## config.mk

```make
export PLATFORM = sky130hd
export DESIGN_NAME = enc_sup_ctrl
export DESIGN_NICKNAME = d
export VERILOG_FILES = /design/src/hdl/enc_sup_pkg.sv /design/src/hdl/enc_sup_ctrl.sv
export SDC_FILE = /design/constraint.sdc
export NUM_CORES = 2
export LEC_CHECK = 0
export ABC_AREA = 1
export ABC_CLOCK_PERIOD_IN_PS = 5400
export BUFFER_PORTS_ARGS = -buffer_cell sky130_fd_sc_hd__buf_2
export CAP_MARGIN = 15
export CORE_ASPECT_RATIO = 1.4
export CORE_MARGIN = 3
export CORE_UTILIZATION = 45
export CTS_CLUSTER_DIAMETER = 30
export DETAILED_ROUTE_END_ITERATION = 16
export GPL_ROUTABILITY_DRIVEN = 0
export PLACE_DENSITY = 0.62
export REMOVE_ABC_BUFFERS = 1
export SLEW_MARGIN = 25
export SYNTH_ARGS = -nofsm -noshare
export SYNTH_HDL_FRONTEND = slang
export SYNTH_SLANG_ARGS = --single-unit
```

## constraint.sdc

```tcl
create_clock -name I_CLK -period 5.4 [get_ports I_CLK]
set_clock_uncertainty 0.15 [all_clocks]
set_input_delay 1.08 -clock I_CLK [delete_from_list [all_inputs] [get_ports I_CLK]]
set_output_delay 1.08 -clock I_CLK [all_outputs]
set_load 0.005 [all_outputs]
```

## src/hdl/enc_sup_pkg.sv

```systemverilog
// Constants, register map and command codes of the encoder supervision block
package enc_sup_pkg;
  // Register byte offsets on the AXI4-Lite slave
  localparam logic [7:0] OFF_CMD = 8'h00;
  localparam logic [7:0] OFF_ARG = 8'h04;
  localparam logic [7:0] OFF_IRQ_STAT = 8'h08;
  localparam logic [7:0] OFF_IRQ_MASK = 8'h0C;
  localparam logic [7:0] OFF_SLIP = 8'h10;
  localparam logic [7:0] OFF_MODE = 8'h14;
  localparam logic [7:0] OFF_QUERY = 8'h18;
  // Command word fields
  localparam int CMD_OP_LSB = 0;
  localparam int CMD_AX_LSB = 8;
  localparam int CMD_AX_W = 4;
  localparam int ARG_ENC_LSB = 0;
  localparam int ARG_MOT_LSB = 16;
  localparam int QUERY_VALID_BIT = 8;
  // Widths and reset values
  localparam int POS_W = 32;
  localparam int TOL_W = 15;
  localparam int RATIO_W = 16;
  localparam int ACC_W = 17;
  localparam logic [31:0] TOL_MAX = 32'h0000_7FFF;
  localparam logic [15:0] RATIO_RESET = 16'h0001;
  // Query characters
  localparam logic [7:0] CH_LF = 8'h0A;
  localparam logic [7:0] CH_CR = 8'h0D;
  localparam logic [7:0] CH_SLIP = 8'h53;
  localparam logic [7:0] CH_NONE = 8'h4E;
  // AXI responses
  localparam logic [1:0] RESP_OKAY = 2'h0;
  localparam logic [1:0] RESP_SLVERR = 2'h2;
  // Command codes, taken in declaration order from zero
  typedef enum logic [7:0] {
    OP_SLIP_KILL_ON, OP_SLIP_KILL_OFF, OP_SLIP_ARM, OP_SLIP_QUERY, OP_HOLD_OFF,
    OP_HOLD_ON, OP_FOLLOW, OP_SCALING, OP_TOLERANCE, OP_INDEX_HOME, OP_SWITCH_HOME,
    OP_LEVEL_HIGH, OP_LEVEL_LOW, OP_HOME_SEEK, OP_HOME_REVERSE, OP_HOME_VAR_A,
    OP_HOME_VAR_B, OP_LOAD_POS, OP_HALT_EVERY, OP_HALT, OP_KILL_ALL
  } opcode_t;
endpackage

```

## src/hdl/enc_sup_ctrl.sv

```systemverilog
// Per-axis encoder slip, tracking and home supervision with AXI4-Lite registers
`timescale 1ns/10ps
// Summary of operation
// - With kill on, excess slip flushes queue, terminates motion, drops position hold.
// - Reset leaves kill enabled on servo axes, disabled on stepper axes.
// - Kill acts only after detection is armed by the arm command.
// - Kill off clears kill on stepper axes only, never on servo axes.
// - Armed slip or a refused command raises the interrupt when its enable bit is set.
// - Load, home seek and reverse, halt, kill commands or a limit drop hold and detection.
// - Slip query returns S or N per axis framed by LF CR pairs.
// - Hold off disables hold, slip detection and tracking on that axis.
// - Tracking copies encoder input as motion with no ramps.
// - Tracking scales encoder counts to motor steps by the set ratio.
// - Index home needs index, phase A high, phase B low, home input low.
// - Index home fixes home input active low; level commands are refused.
// - Switch home is reset default; home input level is selectable.
// - Tolerance per axis up to 32767; slip flagged when error exceeds it.
module enc_sup_ctrl
  import enc_sup_pkg::*;
#(
  parameter int NUM_AXES = 4,
  parameter logic [NUM_AXES-1:0] SERVO_MASK = '0
) (
  input wire logic I_CLK,
  input wire logic I_NRST,
  input wire logic I_AWVALID,
  output logic O_AWREADY,
  input wire logic [7:0] I_AWADDR,
  input wire logic I_WVALID,
  output logic O_WREADY,
  input wire logic [31:0] I_WDATA,
  input wire logic [3:0] I_WSTRB,
  output logic O_BVALID,
  input wire logic I_BREADY,
  output logic [1:0] O_BRESP,
  input wire logic I_ARVALID,
  output logic O_ARREADY,
  input wire logic [7:0] I_ARADDR,
  output logic O_RVALID,
  input wire logic I_RREADY,
  output logic [31:0] O_RDATA,
  output logic [1:0] O_RRESP,
  input wire logic [NUM_AXES*enc_sup_pkg::POS_W-1:0] I_CMD_POS,
  input wire logic [NUM_AXES*enc_sup_pkg::POS_W-1:0] I_ENC_POS,
  input wire logic [NUM_AXES-1:0] I_ENC_A,
  input wire logic [NUM_AXES-1:0] I_ENC_B,
  input wire logic [NUM_AXES-1:0] I_ENC_INDEX,
  input wire logic [NUM_AXES-1:0] I_ENC_STEP,
  input wire logic [NUM_AXES-1:0] I_ENC_DIR,
  input wire logic [NUM_AXES-1:0] I_HOME_SW,
  input wire logic [NUM_AXES-1:0] I_LIMIT,
  output logic [NUM_AXES-1:0] O_FLUSH,
  output logic [NUM_AXES-1:0] O_TERMINATE,
  output logic [NUM_AXES-1:0] O_HOLD_EN,
  output logic [NUM_AXES-1:0] O_SLIP_ARMED,
  output logic [NUM_AXES-1:0] O_TRACK_EN,
  output logic [NUM_AXES-1:0] O_TRACK_STEP,
  output logic [NUM_AXES-1:0] O_TRACK_DIR,
  output logic [NUM_AXES-1:0] O_HOMING,
  output logic [NUM_AXES-1:0] O_HOME_FOUND,
  output logic O_IRQ
);
  import enc_sup_pkg::*;

  localparam int NA = NUM_AXES;
  localparam int AXW = (NA > 1) ? $clog2(NA) : 1;
  localparam int NI = NA + 1;
  localparam logic [3:0] Q_LAST = 4'(NA + 3);

  typedef struct packed {
    logic aw_full;
    logic [7:0] aw_addr;
    logic w_full;
    logic [31:0] w_data;
    logic [3:0] w_strb;
    logic bvalid;
    logic [1:0] bresp;
    logic rvalid;
    logic [31:0] rdata;
    logic [1:0] rresp;
    logic [31:0] arg;
    logic [NA:0] irq_stat;
    logic [NA:0] irq_mask;
    logic [NA-1:0] kill_en;
    logic [NA-1:0] armed;
    logic [NA-1:0] hold;
    logic [NA-1:0] track;
    logic [NA-1:0] idx_mode;
    logic [NA-1:0] lvl_high;
    logic [NA-1:0] homing;
    logic [NA-1:0] slip;
    logic [NA-1:0] flush;
    logic [NA-1:0] term;
    logic [NA-1:0] found;
    logic [NA-1:0] step;
    logic [NA-1:0] dir;
    logic [NA-1:0][TOL_W-1:0] tol;
    logic [NA-1:0][RATIO_W-1:0] r_enc;
    logic [NA-1:0][RATIO_W-1:0] r_mot;
    logic [NA-1:0][ACC_W-1:0] acc;
    logic qbusy;
    logic [3:0] qidx;
  } state_t;

  state_t s;
  state_t n;

  // Bus readiness: one write and one read in flight at a time
  assign O_AWREADY = !s.aw_full && !s.bvalid;
  assign O_WREADY = !s.w_full && !s.bvalid;
  assign O_ARREADY = !s.rvalid;
  assign O_BVALID = s.bvalid;
  assign O_BRESP = s.bresp;
  assign O_RVALID = s.rvalid;
  assign O_RDATA = s.rdata;
  assign O_RRESP = s.rresp;
  assign O_FLUSH = s.flush;
  assign O_TERMINATE = s.term;
  assign O_HOLD_EN = s.hold;
  assign O_SLIP_ARMED = s.armed;
  assign O_TRACK_EN = s.track;
  assign O_TRACK_STEP = s.step;
  assign O_TRACK_DIR = s.dir;
  assign O_HOMING = s.homing;
  assign O_HOME_FOUND = s.found;
  assign O_IRQ = |(s.irq_stat & s.irq_mask);

  // Byte-lane merge for partial writes
  function automatic logic [31:0] merge(input logic [31:0] old, input logic [31:0] nw,
                                        input logic [3:0] strb);
    logic [31:0] r;
    r = old;
    for (int b = 0; b < 4; b++) begin
      if (strb[b]) begin
        r[b*8 +: 8] = nw[b*8 +: 8];
      end
    end
    return r;
  endfunction

  // Next-state logic for the whole block
  always_comb begin
    logic [NA:0] ev;
    logic [NA:0] clr;
    logic [POS_W:0] diff;
    logic [POS_W-1:0] mag;
    logic det;
    logic [ACC_W-1:0] sum;
    logic [7:0] op;
    logic [CMD_AX_W-1:0] ax_full;
    logic [AXW-1:0] ax;
    logic ax_ok;
    logic [7:0] ch;
    n = s;
    ev = '0;
    clr = '0;
    diff = '0;
    mag = '0;
    det = 1'b0;
    sum = '0;
    op = '0;
    ax_full = '0;
    ax = '0;
    ax_ok = 1'b0;
    ch = '0;
    n.flush = '0;
    n.term = '0;
    n.found = '0;
    n.step = '0;

    // Axis supervision, evaluated every cycle
    for (int a = 0; a < NA; a++) begin
      diff = {I_CMD_POS[a*POS_W+POS_W-1], I_CMD_POS[a*POS_W +: POS_W]} -
             {I_ENC_POS[a*POS_W+POS_W-1], I_ENC_POS[a*POS_W +: POS_W]};
      mag = diff[POS_W] ? POS_W'(-diff) : diff[POS_W-1:0];
      if (s.armed[a] && mag > {{(POS_W-TOL_W){1'b0}}, s.tol[a]}) begin
        n.slip[a] = 1'b1;
        n.armed[a] = 1'b0;
        ev[a] = 1'b1;
        if (s.kill_en[a]) begin
          n.flush[a] = 1'b1;
          n.term[a] = 1'b1;
          n.hold[a] = 1'b0;
          n.homing[a] = 1'b0;
        end
      end
      // A limit drops hold and detection
      if (I_LIMIT[a]) begin
        n.hold[a] = 1'b0;
        n.armed[a] = 1'b0;
        n.homing[a] = 1'b0;
      end
      // Home condition per selected mode
      if (s.idx_mode[a]) begin
        det = I_ENC_INDEX[a] && I_ENC_A[a] && !I_ENC_B[a] && !I_HOME_SW[a];
      end else begin
        det = (I_HOME_SW[a] == s.lvl_high[a]);
      end
      if (s.homing[a] && det) begin
        n.found[a] = 1'b1;
        n.homing[a] = 1'b0;
      end
      // Ratio accumulator: encoder steps add motor counts, motor steps drain encoder counts
      if (s.track[a]) begin
        sum = s.acc[a] + (I_ENC_STEP[a] ? ACC_W'(s.r_mot[a]) : '0);
        if (s.r_enc[a] != '0 && sum >= ACC_W'(s.r_enc[a])) begin
          n.step[a] = 1'b1;
          n.dir[a] = I_ENC_DIR[a];
          sum = sum - ACC_W'(s.r_enc[a]);
        end
        n.acc[a] = sum;
      end
    end

    // Write address and data are taken independently
    if (I_AWVALID && O_AWREADY) begin
      n.aw_full = 1'b1;
      n.aw_addr = I_AWADDR;
    end
    if (I_WVALID && O_WREADY) begin
      n.w_full = 1'b1;
      n.w_data = I_WDATA;
      n.w_strb = I_WSTRB;
    end
    if (s.bvalid && I_BREADY) begin
      n.bvalid = 1'b0;
    end

    // Commit a write once both halves are held
    if (s.aw_full && s.w_full) begin
      n.aw_full = 1'b0;
      n.w_full = 1'b0;
      n.bvalid = 1'b1;
      n.bresp = RESP_OKAY;
      case ({s.aw_addr[7:2], 2'b00})
        OFF_ARG: n.arg = merge(s.arg, s.w_data, s.w_strb);
        OFF_IRQ_STAT: clr = s.w_strb[0] ? s.w_data[NA:0] : '0;
        OFF_IRQ_MASK: n.irq_mask = NI'(merge(32'(s.irq_mask), s.w_data, s.w_strb));
        OFF_CMD: begin
          if (s.w_strb[0]) begin
            op = s.w_data[CMD_OP_LSB +: 8];
            ax_full = s.w_data[CMD_AX_LSB +: CMD_AX_W];
            ax_ok = 32'(ax_full) < NA;
            ax = AXW'(ax_full);
            if (!ax_ok && op != OP_SLIP_QUERY && op != OP_HALT_EVERY && op != OP_KILL_ALL) begin
              ev[NA] = 1'b1;
            end else begin
              case (op)
                OP_SLIP_KILL_ON: n.kill_en[ax] = 1'b1;
                OP_SLIP_KILL_OFF: n.kill_en[ax] = n.kill_en[ax] & SERVO_MASK[ax];
                OP_SLIP_ARM: begin
                  n.armed[ax] = 1'b1;
                  n.slip[ax] = 1'b0;
                end
                OP_SLIP_QUERY: begin
                  n.qbusy = 1'b1;
                  n.qidx = '0;
                end
                OP_HOLD_OFF: begin
                  n.hold[ax] = 1'b0;
                  n.armed[ax] = 1'b0;
                  n.track[ax] = 1'b0;
                end
                OP_HOLD_ON: n.hold[ax] = 1'b1;
                OP_FOLLOW: begin
                  n.track[ax] = 1'b1;
                  n.acc[ax] = '0;
                end
                OP_SCALING: begin
                  n.r_enc[ax] = s.arg[ARG_ENC_LSB +: RATIO_W];
                  n.r_mot[ax] = s.arg[ARG_MOT_LSB +: RATIO_W];
                end
                OP_TOLERANCE: begin
                  if (s.arg > TOL_MAX) begin
                    ev[NA] = 1'b1;
                  end else begin
                    n.tol[ax] = s.arg[TOL_W-1:0];
                  end
                end
                OP_INDEX_HOME: n.idx_mode[ax] = 1'b1;
                OP_SWITCH_HOME: n.idx_mode[ax] = 1'b0;
                OP_LEVEL_HIGH, OP_LEVEL_LOW: begin
                  if (s.idx_mode[ax]) begin
                    ev[NA] = 1'b1;
                  end else begin
                    n.lvl_high[ax] = (op == OP_LEVEL_HIGH);
                  end
                end
                OP_HOME_SEEK, OP_HOME_REVERSE: begin
                  n.homing[ax] = 1'b1;
                  n.hold[ax] = 1'b0;
                  n.armed[ax] = 1'b0;
                end
                OP_HOME_VAR_A, OP_HOME_VAR_B: n.homing[ax] = 1'b1;
                OP_LOAD_POS: begin
                  n.hold[ax] = 1'b0;
                  n.armed[ax] = 1'b0;
                end
                OP_HALT: begin
                  n.hold[ax] = 1'b0;
                  n.armed[ax] = 1'b0;
                  n.homing[ax] = 1'b0;
                  n.term[ax] = 1'b1;
                end
                OP_HALT_EVERY, OP_KILL_ALL: begin
                  n.hold = '0;
                  n.armed = '0;
                  n.homing = '0;
                  n.term = '1;
                  n.flush = (op == OP_KILL_ALL) ? '1 : n.flush;
                end
                default: ev[NA] = 1'b1;
              endcase
            end
          end
        end
        default: n.bresp = RESP_SLVERR;
      endcase
    end

    // Sticky events: a set in the clearing cycle wins
    n.irq_stat = (s.irq_stat & ~clr) | ev;

    // Read path; reading the query register consumes one character
    if (s.rvalid && I_RREADY) begin
      n.rvalid = 1'b0;
    end
    if (I_ARVALID && O_ARREADY) begin
      n.rvalid = 1'b1;
      n.rresp = RESP_OKAY;
      n.rdata = '0;
      case ({I_ARADDR[7:2], 2'b00})
        OFF_CMD: n.rdata = '0;
        OFF_ARG: n.rdata = s.arg;
        OFF_IRQ_STAT: n.rdata = 32'(s.irq_stat);
        OFF_IRQ_MASK: n.rdata = 32'(s.irq_mask);
        OFF_SLIP: n.rdata = 32'(s.slip);
        OFF_MODE: n.rdata = 32'({s.homing, s.lvl_high, s.idx_mode, s.track, s.hold,
                                 s.armed, s.kill_en});
        OFF_QUERY: begin
          if (s.qbusy) begin
            if (s.qidx == 4'h0 || s.qidx == Q_LAST - 4'h1) begin
              ch = CH_LF;
            end else if (s.qidx == 4'h1 || s.qidx == Q_LAST) begin
              ch = CH_CR;
            end else begin
              ch = s.slip[AXW'(s.qidx - 4'h2)] ? CH_SLIP : CH_NONE;
            end
            n.rdata = 32'(ch);
            n.rdata[QUERY_VALID_BIT] = 1'b1;
            n.qidx = s.qidx + 4'h1;
            n.qbusy = (s.qidx != Q_LAST);
          end
        end
        default: n.rresp = RESP_SLVERR;
      endcase
    end
  end

  // State register; servo axes start with kill enabled
  always_ff @(posedge I_CLK or negedge I_NRST) begin
    if (!I_NRST) begin
      s <= '0;
      s.kill_en <= SERVO_MASK;
      for (int a = 0; a < NA; a++) begin
        s.r_enc[a] <= RATIO_RESET;
        s.r_mot[a] <= RATIO_RESET;
      end
    end else begin
      s <= n;
    end
  end
endmodule

```

==> results.txt <==
post-synth top area share: 26.4%
DR DRC count: 0
GRT Residual Overflow: 0
final wirelength: 130000 microns
core area: 88800 sq um
setup slack after layout: 0.597 ns
CTS buffer count: 100
post-synthesis register bit count: 435
layout cells sized above 1: 13.5%
Root Driver: clkbuf_16
input/output buffers: 414
post-cts resize count: 0
worst reg2reg path endpoint: s[32]$_DFF_PN0_
actual slew at the worst max-slew pin: 1.08 ns
cell area after layout: 47900 sq um
Final Hold Viols: 0
setup violators final: 0
ys flop type: dfrtp_1
initial drt markers: 2590
H-tree lvl count: 3
TritonCTS clock tree: built
Reg2Reg Depth: 26
post-route ant nets: 0
Placement Cell Area: 44300 sq um
Peak VDD IR: 0.000236 V
dpl hpwl: 103000 microns
worst-path fanout max: 26
CP endpoint kind: flip-flop
worst reg2reg path startpoint: s[89]$_DFFE_PN1P_
fin util: 53.9%
Final Power: 14.2 mW
synth warn: 0
syn_area_per_cell: 6.45 sq um
Area contributors post-synth: dfrtp_1, nand2_1, ha_1
max cap viols: 0
fin crit share: 88.9%
relative slew slack: 27.7%
first-pass GRT wire length: 205000 microns
Tot GR Track Use: 27.2%
post-synthesis sequential area ratio: 26.9%
WS Path Type: primary input to flip-flop
async set-reset flop share out of synthesis: 100%
die area: 93500 sq um
EDFF count, synth: 0
Die Y: 361 microns
synth unique cells: 66
effective utilization at floorplan: 45.6%
vias per inst: 5.14
CTS clk-pin slew, worst paths: 0.05 ns
initial antenna violation count: 22
Site Rows: 129
fin nets: 7446
later-pin clock latency in the skew report: 0.64 ns
worst-case clock buffer depth: 3
Post-CTS Hold Fix Bufs: 0
Max stage delay on crit path: 0.39 ns
largest net degree at the start of global routing: 113
DRT Pass-1 Iters: 6
CP max stage cell: fa_1
cells after synthesis: 6270
Post-Syn Area: 40400 sq um
largest area contributor in the synthesized netlist: dfrtp_1
Pwr Density: 296 nW/um^2
Worst path most repeated cell: nand2_1
status: finished, final reports clean
Req. time, crit path: 5.80 ns
WP data arrival: 5.21 ns
fin crit period: 4.80 ns
Routed WL per cell: 16.1 microns
num ports: 421
vias in the first global route: 40.2k
Die Width: 259 microns
pins over their slew limit: 0
startpoint types: primary input
dpl ws: -0.0476 ns
leak pwr: 25.6 nW
TritonCTS sink count: 435
R2R setup slack: 0.81 ns
Syn-to-layout area delta: 18.4%
via count: 41.4k
maximum clock rate: 0.208 GHz
RSZ-0062 raised after global routing: false
Post-CTS Setup Inserts: 0
HP Class: primary input to async pin
[cells in the final DEF (no fill, tap or decap), types with 10 or more instances in the layout]
| cell | n |
|---|---|
| o21ai_1 | 12 |
| nand3b_1 | 46 |
| a211oi_1 | 34 |
| a22oi_1 | 26 |
| nor2_2 | 45 |
| clkbuf_16 | 103 |
| nor2_1 | 540 |
| nor4_1 | 26 |
| ha_1 | 324 |
| clkbuf_8 | 13 |
| dfrtp_1 | 427 |
| o21bai_1 | 24 |
| o21ai_0 | 495 |
| inv_1 | 1036 |
| inv_2 | 14 |
| clkinv_4 | 12 |
| nand3_2 | 19 |
| a21oi_1 | 365 |
| bufinv_16 | 13 |
| a21oi_2 | 10 |
| fa_1 | 12 |
| clkinv_2 | 11 |
| xnor2_1 | 48 |
| nand4_1 | 78 |
| clkinvlp_4 | 15 |
| buf_2 | 413 |
| xor2_1 | 128 |
| nor3_1 | 62 |
| nand2_2 | 48 |
| nand3_1 | 327 |
| diode_2 | 13 |
| nand2_1 | 1794 |
| buf_4 | 151 |
| clkbuf_1 | 10 |
[per-stage QoR]
stage / hold slack (ns) / instances / setup TNS [ns]
2_1_floorplan: 0.303 / 6092 / 0
3_3_place_gp: 0.312 / 7844 / 0
3_5_place_dp: 0.319 / 7844 / -0.0676
4_1_cts: 0.332 / 8030 / 0
5_1_grt: 0.349 / 8033 / 0
6_report: 0.283 / 8043 / 0
[final cells by class]
class,count,area [sq um]
fill,9069,40900
multi-input combinational,4602,24600
sequential,435,10900
inverter,1055,3970
timing repair buffer,573,3380
clock buffer,126,2790
tap,1179,1480
clock inverter,60,753
antenna,13,32.5
[routing by layer]
metal	up-vias	wire (microns)	global-route usage, %
met5	-	42	0
met4	8	6390	12.6
met3	301	7220	4.28
met2	1073	62100	47.9
met1	18909	53900	32.5
li1	21078	-	-
[critical path: cells and delay by family]
family	cells	cell delay (ns)
AO/OA/AOI/OAI	2	0.28
AND/OR/NAND/NOR	20	1.97
XOR/XNOR	1	0.16
buffers and inverters	7	0.79
adder cells (fa/ha/maj)	3	0.90
[flip-flops by register name, indices dropped and copies added, names as in the netlist, 4 cells and up, named ones only]
name          count
s               355
O_HOMING          4
O_HOME_FOUND      4
O_RDATA          32
O_TERMINATE       4
O_SLIP_ARMED      4
O_TRACK_STEP      4
O_TRACK_DIR       4
O_FLUSH           4
O_HOLD_EN         4
[kinds of logic (layout without fill, tap and decap cells)]
family	count (synthesis)	count (layout)	synth area share, %
compound gates	1056	1056	14.4
xor+xnor	177	177	3.85
fa+ha+maj	336	336	10.6
buf+inv	1234	1814	12.3
flops	435	435	26.9
mux	13	13	0.350
other cells	1	15	0.00927
simple gates	3018	3018	31.5
[worst max path at each step]
stage	start	slack, ns	end
3_5_place_dp	I_CMD_POS[32]	-0.05	O_HOMING[1]$_DFF_PN0_
5_1_grt	I_CMD_POS[32]	0.13	O_HOLD_EN[1]$_DFF_PN0_
2_1_floorplan	I_ENC_STEP[1]	0.44	s[22]$_DFF_PN0_
6_report	I_CMD_POS[32]	0.60	O_HOMING[1]$_DFF_PN0_
4_1_cts	I_CMD_POS[32]	0.59	O_HOMING[1]$_DFF_PN0_
3_3_place_gp	I_CMD_POS[64]	0.03	O_HOMING[2]$_DFF_PN0_
[power by group]
group / leakage [nW] / internal [mW] / switching, mW
Combinational: 18.4 / 1.27 / 2.79
Clock: 1.70 / 4.28 / 2.01
Sequential: 5.49 / 3.57 / 0.242
Total: 25.6 / 9.13 / 5.05
[synth_stat cells (11+ instances only)]
cell and count:
a211oi_1 34, a21oi_1 365, a22oi_1 26, buf_2 12, buf_4 83, clkbuf_1 74
dfrtp_1 427, fa_1 12, ha_1 324, inv_1 1036, inv_2 14, nand2_1 1796
nand2_2 50, nand3_1 327, nand3_2 19, nand3b_1 46, nand4_1 78, nor2_1 541
nor2_2 44, nor3_1 63, nor4_1 26, o21ai_0 496, o21ai_1 11, o21bai_1 24
xnor2_1 48, xor2_1 128
(Power assumes the default switching activity.)
